`src/rtl/timer_pkg.sv`:
```
// constants and types shared by the interval and pwm timer block
//
// Contract
// - compare registers byte wide, reset to zero
// - duty write while counting held until active duty match, written straight through while stopped
// - write colliding with transfer skips that transfer
// - enable bit starts counting, clearing stops and clears
// - bits 6:4 select count clock divider
// - bits 3:2 select interval or pwm mode
// - bit 1 sets inactive output level
// - bit 0 gates output, square wave in interval
// - cycle match raises request and clears counter
// - counting starts on the second count clock, the first is masked
// - interval match inverts output with the clear
// - disable forces request and output inactive
// - port direction resets to all ones, zero drives
// - pwm cycle match activates output, selects duty
// - pwm duty match deactivates output, selects cycle
// - transfer needs three count clocks after write
package timer_pkg;
  localparam logic [15:0] port4_direction_addr    = 16'hff24;
  localparam logic [15:0] timer_mode_control_addr = 16'hff70;
  localparam logic [15:0] cycle_compare_addr      = 16'hff71;
  localparam logic [15:0] duty_compare_addr       = 16'hff72;
  localparam logic [15:0] port4_latch_addr        = 16'hff04;

  localparam logic [7:0] port4_direction_reset    = 8'hff;
  localparam logic [7:0] byte_reset               = 8'h00;

  localparam int enable_bit       = 7;
  localparam int clock_sel_hi     = 6;
  localparam int clock_sel_lo     = 4;
  localparam int mode_hi          = 3;
  localparam int mode_lo          = 2;
  localparam int level_bit        = 1;
  localparam int gate_bit         = 0;
  localparam int timer_pin        = 2;

  localparam logic [1:0] mode_interval = 2'b00;
  localparam logic [1:0] mode_pwm      = 2'b10;

  localparam logic [2:0] clk_div1    = 3'b000;
  localparam logic [2:0] clk_div4    = 3'b001;
  localparam logic [2:0] clk_div16   = 3'b010;
  localparam logic [2:0] clk_div64   = 3'b011;
  localparam logic [2:0] clk_div4096 = 3'b100;
  localparam logic [2:0] clk_low_osc = 3'b101;

  localparam int prescale_width  = 12;
  localparam int low_osc_div_width = 7;
  localparam int transfer_guard  = 3;

  typedef enum logic [1:0] {
    cmp_cycle = 2'b01,
    cmp_duty  = 2'b10
  } compare_sel_t;
endpackage : timer_pkg

```
`src/rtl/tick_if.sv`:
```
// count tick carrier between the prescaler and the timer core
interface tick_if;
  logic       tick;
  logic [2:0] clock_select;
  logic       run;

  modport source (output tick, input clock_select, input run);
  modport sink   (input tick, output clock_select, output run);
endinterface : tick_if

```
`src/rtl/timer_h.sv`:
```
// interval, square wave and pwm timer with its port direction register
module timer_h (
  input  wire logic        clk_sys,
  input  wire logic        rst_n,
  input  wire logic        clk_en,
  input  wire logic        low_speed_osc_clock,
  input  wire logic [15:0] bus_addr,
  input  wire logic        bus_write,
  input  wire logic        bus_read,
  input  wire logic [7:0]  bus_wdata,
  output logic      [7:0]  bus_rdata,
  output logic             timer_interrupt_request,
  output logic             timer_output,
  output logic             port_pin2,
  output logic             port_pin2_oe
);
  import timer_pkg::*;

  tick_if tk ();

  logic [7:0]     timer_mode_control;
  logic [7:0]     cycle_compare;
  logic [7:0]     duty_compare;
  logic [7:0]     duty_active;
  logic [7:0]     port4_direction;
  logic [7:0]     port4_latch;
  logic [7:0]     counter;
  logic           duty_pending;
  logic [1:0]     guard_count;
  logic           start_mask;
  logic           out_state;
  compare_sel_t   compare_sel;
  logic           count_enable;
  logic [1:0]     mode;
  logic           output_default_level;
  logic           output_gate;
  logic           tick;
  logic           cycle_match;
  logic           duty_match;
  logic           duty_write;
  logic           counting;

  function automatic logic hit(input logic [15:0] a, input logic [15:0] r, input logic s);
    return s && (a == r);
  endfunction : hit

  assign count_enable         = timer_mode_control[enable_bit];
  assign mode                 = timer_mode_control[mode_hi:mode_lo];
  assign output_default_level = timer_mode_control[level_bit];
  assign output_gate          = timer_mode_control[gate_bit];
  assign tk.clock_select      = timer_mode_control[clock_sel_hi:clock_sel_lo];
  assign tk.run               = count_enable;
  assign tick                 = tk.tick && clk_en;
  assign duty_write           = hit(bus_addr, duty_compare_addr, bus_write);
  assign counting             = count_enable && tick && !start_mask;

  tick_gen u_tick_gen (
    .clk_sys             (clk_sys),
    .rst_n               (rst_n),
    .clk_en              (clk_en),
    .low_speed_osc_clock (low_speed_osc_clock),
    .tk                  (tk)
  );

  // compares only act on a count tick; the duty compare only in pwm mode
  assign cycle_match = counting && (counter == cycle_compare)
                       && (mode != mode_pwm || compare_sel == cmp_cycle);
  assign duty_match  = counting && (mode == mode_pwm) && (compare_sel == cmp_duty)
                       && (counter == duty_active);

  // register writes
  always_ff @(posedge clk_sys or negedge rst_n) begin
    if (!rst_n) begin
      timer_mode_control <= byte_reset;
      cycle_compare      <= byte_reset;
      port4_direction    <= port4_direction_reset;
      port4_latch        <= byte_reset;
    end else if (clk_en && bus_write) begin
      if (hit(bus_addr, timer_mode_control_addr, 1'b1)) begin
        timer_mode_control <= bus_wdata;
      end
      if (hit(bus_addr, cycle_compare_addr, 1'b1)) begin
        cycle_compare <= bus_wdata;
      end
      if (hit(bus_addr, port4_direction_addr, 1'b1)) begin
        port4_direction <= bus_wdata;
      end
      if (hit(bus_addr, port4_latch_addr, 1'b1)) begin
        port4_latch <= bus_wdata;
      end
    end
  end

  // duty compare buffer and its guarded transfer to the active copy
  always_ff @(posedge clk_sys or negedge rst_n) begin
    if (!rst_n) begin
      duty_compare <= byte_reset;
      duty_active  <= byte_reset;
      duty_pending <= 1'b0;
      guard_count  <= 2'd0;
    end else if (clk_en) begin
      if (duty_write) begin
        duty_compare <= bus_wdata;
        guard_count  <= 2'd0;
        if (!count_enable) begin
          duty_active  <= bus_wdata;
          duty_pending <= 1'b0;
        end else begin
          duty_pending <= 1'b1;
        end
      end else begin
        if (tick && guard_count != 2'(transfer_guard)) begin
          guard_count <= guard_count + 2'd1;
        end
        if (duty_match && duty_pending && guard_count == 2'(transfer_guard)) begin
          duty_active  <= duty_compare;
          duty_pending <= 1'b0;
        end
      end
      // a write in the match cycle leaves duty_active untouched
    end
  end

  // first count clock after enabling is masked so counting starts cleanly
  always_ff @(posedge clk_sys or negedge rst_n) begin
    if (!rst_n) begin
      start_mask <= 1'b1;
    end else if (clk_en) begin
      if (!count_enable) begin
        start_mask <= 1'b1;
      end else if (tick) begin
        start_mask <= 1'b0;
      end
    end
  end

  // counter
  always_ff @(posedge clk_sys or negedge rst_n) begin
    if (!rst_n) begin
      counter <= byte_reset;
    end else if (clk_en) begin
      if (!count_enable) begin
        counter <= byte_reset;
      end else if (cycle_match) begin
        counter <= byte_reset;
      end else if (counting) begin
        counter <= counter + 8'd1;
      end
    end
  end

  // compare selection and output state
  always_ff @(posedge clk_sys or negedge rst_n) begin
    if (!rst_n) begin
      compare_sel <= cmp_cycle;
      out_state   <= 1'b0;
    end else if (clk_en) begin
      if (!count_enable) begin
        compare_sel <= cmp_cycle;
        out_state   <= 1'b0;
      end else if (mode == mode_pwm) begin
        if (cycle_match) begin
          out_state   <= 1'b1;
          compare_sel <= cmp_duty;
        end else if (duty_match) begin
          out_state   <= 1'b0;
          compare_sel <= cmp_cycle;
        end
      end else if (cycle_match) begin
        out_state <= !out_state;
      end
    end
  end

  // one-cycle request per cycle match, set only from a cycle with the timer enabled
  always_ff @(posedge clk_sys or negedge rst_n) begin
    if (!rst_n) begin
      timer_interrupt_request <= 1'b0;
    end else if (clk_en) begin
      timer_interrupt_request <= cycle_match && count_enable;
    end
  end

  // active level is the opposite of the default level
  always_ff @(posedge clk_sys or negedge rst_n) begin
    if (!rst_n) begin
      timer_output <= 1'b0;
    end else if (clk_en) begin
      if (output_gate) begin
        timer_output <= out_state ^ output_default_level;
      end else begin
        timer_output <= output_default_level;
      end
    end
  end

  // pin drives timer output only with direction and latch both zero
  assign port_pin2_oe = !port4_direction[timer_pin];
  assign port_pin2    = timer_output & !port4_latch[timer_pin];

  // read back
  always_ff @(posedge clk_sys or negedge rst_n) begin
    if (!rst_n) begin
      bus_rdata <= byte_reset;
    end else if (clk_en && bus_read) begin
      if (hit(bus_addr, timer_mode_control_addr, 1'b1)) begin
        bus_rdata <= timer_mode_control;
      end else if (hit(bus_addr, cycle_compare_addr, 1'b1)) begin
        bus_rdata <= cycle_compare;
      end else if (hit(bus_addr, duty_compare_addr, 1'b1)) begin
        bus_rdata <= duty_compare;
      end else if (hit(bus_addr, port4_direction_addr, 1'b1)) begin
        bus_rdata <= port4_direction;
      end else if (hit(bus_addr, port4_latch_addr, 1'b1)) begin
        bus_rdata <= port4_latch;
      end else begin
        bus_rdata <= byte_reset;
      end
    end
  end
endmodule : timer_h

```
`src/rtl/tick_gen.sv`:
```
// count tick generator: peripheral clock prescaler and low speed osc divider
module tick_gen (
  input  wire logic clk_sys,
  input  wire logic rst_n,
  input  wire logic clk_en,
  input  wire logic low_speed_osc_clock,
  tick_if.source    tk
);
  import timer_pkg::*;

  logic [prescale_width-1:0]    prescale;
  logic [low_osc_div_width-1:0] osc_div;
  logic [2:0]                   osc_sync;
  logic                         osc_level;
  logic                         osc_rise;
  logic [prescale_width-1:0]    prescale_next;

  function automatic logic all_ones(input logic [prescale_width-1:0] v, input int n);
    logic r;
    r = 1'b1;
    for (int i = 0; i < prescale_width; i++) begin
      if (i < n && !v[i]) begin
        r = 1'b0;
      end
    end
    return r;
  endfunction : all_ones

  assign prescale_next = prescale + 1'b1;

  // prescaler restarts on stop so the first tick lands within one count clock
  always_ff @(posedge clk_sys or negedge rst_n) begin
    if (!rst_n) begin
      prescale <= '0;
    end else if (clk_en) begin
      if (!tk.run) begin
        prescale <= '0;
      end else begin
        prescale <= prescale_next;
      end
    end
  end

  // oscillator pin passes three flops; a rise counts once second and third agree
  always_ff @(posedge clk_sys or negedge rst_n) begin
    if (!rst_n) begin
      osc_sync  <= 3'b000;
      osc_level <= 1'b0;
    end else if (clk_en) begin
      osc_sync <= {osc_sync[1:0], low_speed_osc_clock};
      if (osc_sync[2] == osc_sync[1]) begin
        osc_level <= osc_sync[2];
      end
    end
  end

  assign osc_rise = (osc_sync[2] == osc_sync[1]) && osc_sync[2] && !osc_level;

  always_ff @(posedge clk_sys or negedge rst_n) begin
    if (!rst_n) begin
      osc_div <= '0;
    end else if (clk_en) begin
      if (!tk.run) begin
        osc_div <= '0;
      end else if (osc_rise) begin
        osc_div <= osc_div + 1'b1;
      end
    end
  end

  always_comb begin
    unique case (tk.clock_select)
      clk_div1:    tk.tick = 1'b1;
      clk_div4:    tk.tick = all_ones(prescale, 2);
      clk_div16:   tk.tick = all_ones(prescale, 4);
      clk_div64:   tk.tick = all_ones(prescale, 6);
      clk_div4096: tk.tick = all_ones(prescale, 12);
      clk_low_osc: tk.tick = osc_rise && (&osc_div);
      default:     tk.tick = 1'b0;
    endcase
  end
endmodule : tick_gen

```
`config.mk`:
```
export PLATFORM = sky130hd
export DESIGN_NAME = timer_h
export DESIGN_NICKNAME = d
export VERILOG_FILES = /design/src/rtl/timer_pkg.sv /design/src/rtl/tick_if.sv /design/src/rtl/timer_h.sv /design/src/rtl/tick_gen.sv
export SDC_FILE = /design/constraint.sdc
export NUM_CORES = 1
export LEC_CHECK = 0
export ABC_AREA = 1
export BUFFER_PORTS_ARGS = -buffer_cell sky130_fd_sc_hd__buf_2
export CORE_MARGIN = 10
export CORE_UTILIZATION = 30
export CTS_BUF_LIST = sky130_fd_sc_hd__clkbuf_2
export DETAILED_ROUTE_END_ITERATION = 7
export GPL_TIMING_DRIVEN = 0
export PLACE_DENSITY_LB_ADDON = 0.12
export REMOVE_ABC_BUFFERS = 1
export SYNTH_ARGS = -nofsm -noshare
export SYNTH_HDL_FRONTEND = slang
export SYNTH_SLANG_ARGS = --single-unit
```
`constraint.sdc`:
```
create_clock -name clk_sys -period 3.2 [get_ports clk_sys]
set_input_delay 0.16 -clock clk_sys [delete_from_list [all_inputs] [get_ports clk_sys]]
set_output_delay 0.16 -clock clk_sys [all_outputs]
set_load 0.02 [all_outputs]
```
---- Word level (Yosys, flattened, before mapping) ----
Cells that the tools add are included.
word-level totals
  input bits .............................. 30
  register bits ........................... 96
  word-level logic and storage cells ...... 137
  output and inout port bits .............. 12
operators by class
  equal/unequal tests ..................... 26
  mux-type cells .......................... 44
  reduce and logical (&&, ||, !) cells .... 42
  bitwise gates (word level) .............. 2
  add/subtract/negate cells ............... 4
operators with widths
  kind                   count
  $mux 8                 11
  $eq 16x16->1 const B   5
  $mux 1                 23
  $reduce_and 2->1       11
  $logic_and 1x1->1      18
  $eq 8x8->1             2
  $mux 7                 2
  $add 12x1->12 const B  1
  $mux 12                1
  $mux 2                 6
  $ne 3x1->1 const B     3
  $reduce_and 3->1       3
  $add 8x1->8 const B    1
  $add 7x1->7 const B    1
  $reduce_and 7->1       1
  $eq 2x2->1 const B     3
  $eq 3x2->1 const B     2
  $eq 3x3->1 const B     2
  $ne 2x1->1 const B     3
  $ne 2x2->1 const B     3
  $pmux 1 s6             1
  $logic_not 1->1        5
  $reduce_bool 2->1      2
  $eq 3x1->1 const B     1
  other kinds (7)        7

---- Depth between registers and ports, before layout ----
  depth after elaboration ................. 23
  depth in mapped cells ................... 13
  mapped depth without buffers ............ 13

---- By module ----
Synthesis repeated with hierarchy kept, for this count alone.
unflattened totals
  cell total of the unflattened synthesis .. 727
  area total of the unflattened synthesis .. 5,391.4 sq um
by module, submodules not included
  module    instances  seq. area each (sq um)  area an instance (sq um)  cells an instance
  timer_h   1          1,839.3                 4,091.4                   550
  tick_gen  1          575.6                   1,300.0                   177

---- Least setup slack after synthesis ----
OpenSTA, ideal clock, no wires.
  kind .................................... register to register
  from .................................... register u_tick_gen.osc_div[0]
  to ...................................... register counter[5]
  arrival time ............................ 1,531 ps
  period minus slack after synthesis ...... 1,650 ps
  data required time ...................... 3,081 ps
  library setup time ...................... 119 ps
  setup slack ............................. 1,550 ps
  cell stages (with the launch flop) ...... 14
  path buffers ............................ 1
  cells stage by stage .................... dfrtp_1 > ha_1 > nand3_1 > nor2_1 > nand2_1 > nand2_1 > nand2_1 > a21oi_2 > nand2_1 > nand2_2 > buf_6 > nand3_1 > nand2_1 > nor2_1
on the way
  longest elaborated chain between the ends .. 10
  elaborated cells on any way between the ends .. 12
  those cells by class .................... eq/ne (1); mux (3); reduce/logical (8)
RTL lines
  what                                                         line            text
  from (decl)                                                  tick_gen.sv:12  logic [low_osc_div_width-1:0] osc_div;
  from (signal assigned)                                       tick_gen.sv:66  osc_div <= osc_div + 1'b1;
  $reduce_and 7->1 (*)                                         tick_gen.sv:78  clk_low_osc: tk.tick = osc_rise && (&osc_div);
  $logic_and 1x1->1 (*)                                        tick_gen.sv:78
  $pmux 1 s6 (*)                                               tick_gen.sv:72  unique case (tk.clock_select)
  $logic_and 1x1->1 (*)                                        timer_h.sv:53   assign tick = tk.tick && clk_en;
  $logic_and 1x1->1 (*) (2 in series)                          timer_h.sv:55   assign counting = count_enable && tick && !start_mask;
  $logic_and 1x1->1                                            timer_h.sv:66   assign cycle_match = counting && (counter == cycle_compare)
  $logic_and 1x1->1                                            timer_h.sv:67   && (mode != mode_pwm || compare_sel == cmp_cycle);
  $ne 3x1->1 (no line) / $mux 8 (equally long branches)        n/a
  $reduce_and 2->1 (no line) / $mux 8 (equally long branches)  n/a
  to (signal assigned)                                         timer_h.sv:140  counter <= byte_reset;
  to (signal assigned)                                         timer_h.sv:143  counter <= byte_reset;
  to (signal assigned)                                         timer_h.sv:145  counter <= byte_reset;
  to (decl)                                                    timer_h.sv:27   logic [7:0] counter;
Mark *: on every way between the ends. The rest lies on a longest branch, timed or not.
A chain may end at the register's enable or synchronous reset.

---- Worst setup path in the final report ----
  from .................................... input clk_en
  to ...................................... register u_tick_gen.osc_div[5]
on the way
  longest elaborated chain between the ends .. 1
RTL lines
  what                        line          text
  from (decl)                 timer_h.sv:5  input wire logic clk_en,
  $reduce_and 2->1 (no line)  n/a
Every way passes these cells.

==> results.cfg <==
[status]
outcome = completed

[power_and_ir_drop]
power.density_nw_per_um2 = 346
p_leak_nw = 2.82
power_switching_share = 0.298
pwr-share-clk = 0.303
p_total_mw = 2.04
p_seq_frac = 0.616
netSwitchingPower_uw = 607
ir_drop_mv = 0.189
comb_power_share = 0.081
internal_power_mw = 1.43

[critical_path]
cp-end-kind = flop
reg2regPathDepth = 6
rrSetupSlack_ns = 1.05
crit_required_ns = 3.77
r2r-end = u_tick_gen.osc_div[5]
start_kind = input port
critPathArrivalTime_ns = 2.83
r2r_start = timer_mode_control[7]
path_max_fanout = 23
timing.setup.critical_path_class = in2reg

[clock_network]
cts_max_level = 3
clk_pin_slew_ns = 0.34
cts.sinks = 96
cts_tree = built
clk_latency_ns = 0.63
cts_resized = 0
cts_made_buffers = 9
cts_buffer_depth = 2
clock-root-buffer = clkbuf_2

[synthesis]
ys_warn_count = 0
synth-compound-area-share = 0.121
yosysTopAreaCell = dfrtp_1
synth_top_family_by_area = simple AND/OR/NAND/NOR gates
synth_area_leaders = dfrtp_1 (42%), nand2_1 (15%), nand3_1 (5.4%)
synth.yosys.seq_area_share = 0.468
ys_ff_latch = 96
synthAdderAreaFrac = 0.0145
synth-simple-area-share = 0.315
muxShareOfSynthArea = 0
synth_common_cells = nand2_1 (203), dfrtp_1 (86), inv_1 (71), nand3_1 (56), nor2_1 (48)
async_flop_share = 1.00
synth_flop_cell = dfrtp_1
yosysMostFrequentCell = nand2_1
synth_xor_area_frac = 0.00849
syn_area_um2 = 5160
syn_avg_cell_area_um2 = 7.79
synth_edf_count = 0
synth_cells = 662
synth_top_area_frac = 0.417
ys_types = 39

[grt]
met2_usage = 0.201
met1_usage = 0.163
grt_antenna_before_repair = 0
top_usage_layer = met2
met3_usage = 0.0289
grt_max_degree = 53
grt.total_usage = 0.125
grt.overflow.total = 0
grt_pass1_wl_um = 22800
grt_pass1_vias = 4437

[hold_path]
hold_start = bus_addr[0]
hold_class = in2reg
min_to = duty_compare[3]
holdPathStages = 6

[route]
drc = 0
routed-via-count = 4443
ant_nets = 0
wl_per_cell_um = 14.5
routed_wl_um = 13600
drt_pass1_iterations = 4
vias_per_cell = 4.72
drt_iter0_markers = 222

[layout]
fill_cells = 1803
diodes = 0
drive_gt1_frac = 0.147
nets = 753
final-seq-area_um2 = 2410
multiInputGateArea_um2 = 2380
syn_to_final_growth_pct = 13.9

[sta]
max_freq_mhz = 443
min_period_over_period = 0.705
setup_viol = 0
finClkSkew_ns = 0.0463
setup_tns_ns = 0
slew_violations = 0
max-slew-margin-rel = 0.426
rsz0062_at_grt = false
min_period_ns = 2.26
worst_slew_pin_slew_ns = 0.858
timing.final.hold_violations = 0

[placed_design]
dp_hpwl_um = 10100
finalWeightedCongestion = 0.806
io_buffer_count = 41

[floorplanning]
coreArea_um2 = 16700
chipWidth_um = 151
dieArea_um2 = 22800
io_pins = 42
rows = 47
start_util = 0.309
fp.dieH_um = 151

[flow_run]
cap_violations = 0
==> layer usage <==
metal  wire length (µm)  part of all wire  up-vias
li1                   -                 -     2272
met1               6570              0.48     2093
met2               6400              0.47       72
met3                519             0.038        6
met4                142             0.010        0
met5                  0                 0        -
==> power groups by stage <==
stage | Clock, mW | Sequential [mW] | Combinational (mW)
floorplan | 0 | 1.27 | 0.0752
global placement | 0 | 1.27 | 0.144
detailed placement | 0 | 1.27 | 0.153
CTS | 0.655 | 1.25 | 0.170
global route | 0.707 | 1.26 | 0.193
finish | 0.618 | 1.25 | 0.165
==> state kept, by name (all words and copies together), names as in the netlist <==
register,count
timer_output,1
counter,8
duty_pending,1
cycle_compare,8
port4_direction,8
u_tick_gen.prescale,12
timer_mode_control,8
compare_sel,2
bus_rdata,8
timer_interrupt_request,1
duty_compare,8
guard_count,2
start_mask,1
u_tick_gen.osc_level,1
port4_latch,8
duty_active,8
u_tick_gen.osc_sync,3
out_state,1
u_tick_gen.osc_div,7
==> layout by cell type (no fill, tap or decap), types with 2 or more instances in the layout <==
master,count
nand2_1,203
inv_2,5
nand3_1,56
o21ai_2,8
buf_2,40
dlygate4sd3_1,17
xnor2_1,3
nand4_1,14
nand4_2,3
nand2_4,2
nor3_2,3
and3_1,2
nor2_4,2
a31oi_1,3
nand3_2,4
clkbuf_2,9
ha_1,6
xor2_1,2
o21ai_1,21
o21ai_0,39
a21oi_1,24
nor3_1,7
dfstp_2,10
nand2_2,5
o211a_1,8
dfrtp_1,86
inv_6,2
nor2_1,48
nand3b_1,2
inv_8,2
inv_1,71
==> area by class of cell <==
cell class,instances,share of cell area
Clock buffer,9,0.00767
Clock inverter,7,0.0124
Inverter,76,0.0486
Multi-Input combinational cell,475,0.405
Sequential cell,96,0.411
Tap cell,220,0.0468
Timing Repair Buffer,59,0.0690
==> worst max path at each step <==
| stage | startpoint | endpoint | slack, ns | cells after the start |
|---|---|---|---|---|
| 2_1_floorplan | bus_addr[9] | duty_pending | 0.99 | 8 |
| 3_3_place_gp | bus_addr[14] | duty_active[6] | 0.25 | 10 |
| 3_5_place_dp | bus_addr[14] | duty_active[6] | 0.18 | 10 |
| 4_1_cts | bus_addr[14] | duty_compare[7] | 0.83 | 8 |
| 5_1_grt | clk_en | u_tick_gen.osc_div[5] | 0.70 | 9 |
| 6_report | clk_en | u_tick_gen.osc_div[5] | 0.94 | 9 |
==> stage by stage <==
step                setup slack, ns   util  instances  area [µm²]  hold slack (ns)
global placement              0.249  0.332        908        5550            0.363
global route                  0.695  0.352        942        5880           0.0192
detailed placement            0.177  0.334        909        5580            0.220
finish                        0.943  0.352        942        5880           0.0927
floorplan                     0.995      -        647        5070           -0.136
CTS                           0.831  0.351        942        5870           0.0128
==> repair_timing <==
action,in CTS,in global routing
endpoints found under the hold margin,156,0
setup endpoints to repair,0,0
hold buffers,17,0
buffers inserted,0,0
==> critical path, stage by stage <==
cell and delay, ns:
dlygate4sd3_1 0.52, buf_2 0.40, inv_1 0.38, nor2_1 0.27, inv_1 0.28, nand2_1 0.24, nand4_1 0.18, nor3_1 0.18
o221a_2 0.20
==> kinds of logic (layout without fill, tap and decap cells) <==
group,Yosys count,after routing
buffers and inverters,91,151
adders and majority gates,6,6
xor gates and xnor gates,5,5
AOI/OAI and AO/OA,107,107
DFF,96,96
and+or+nand+nor,357,357
(Power assumes the default switching activity.)
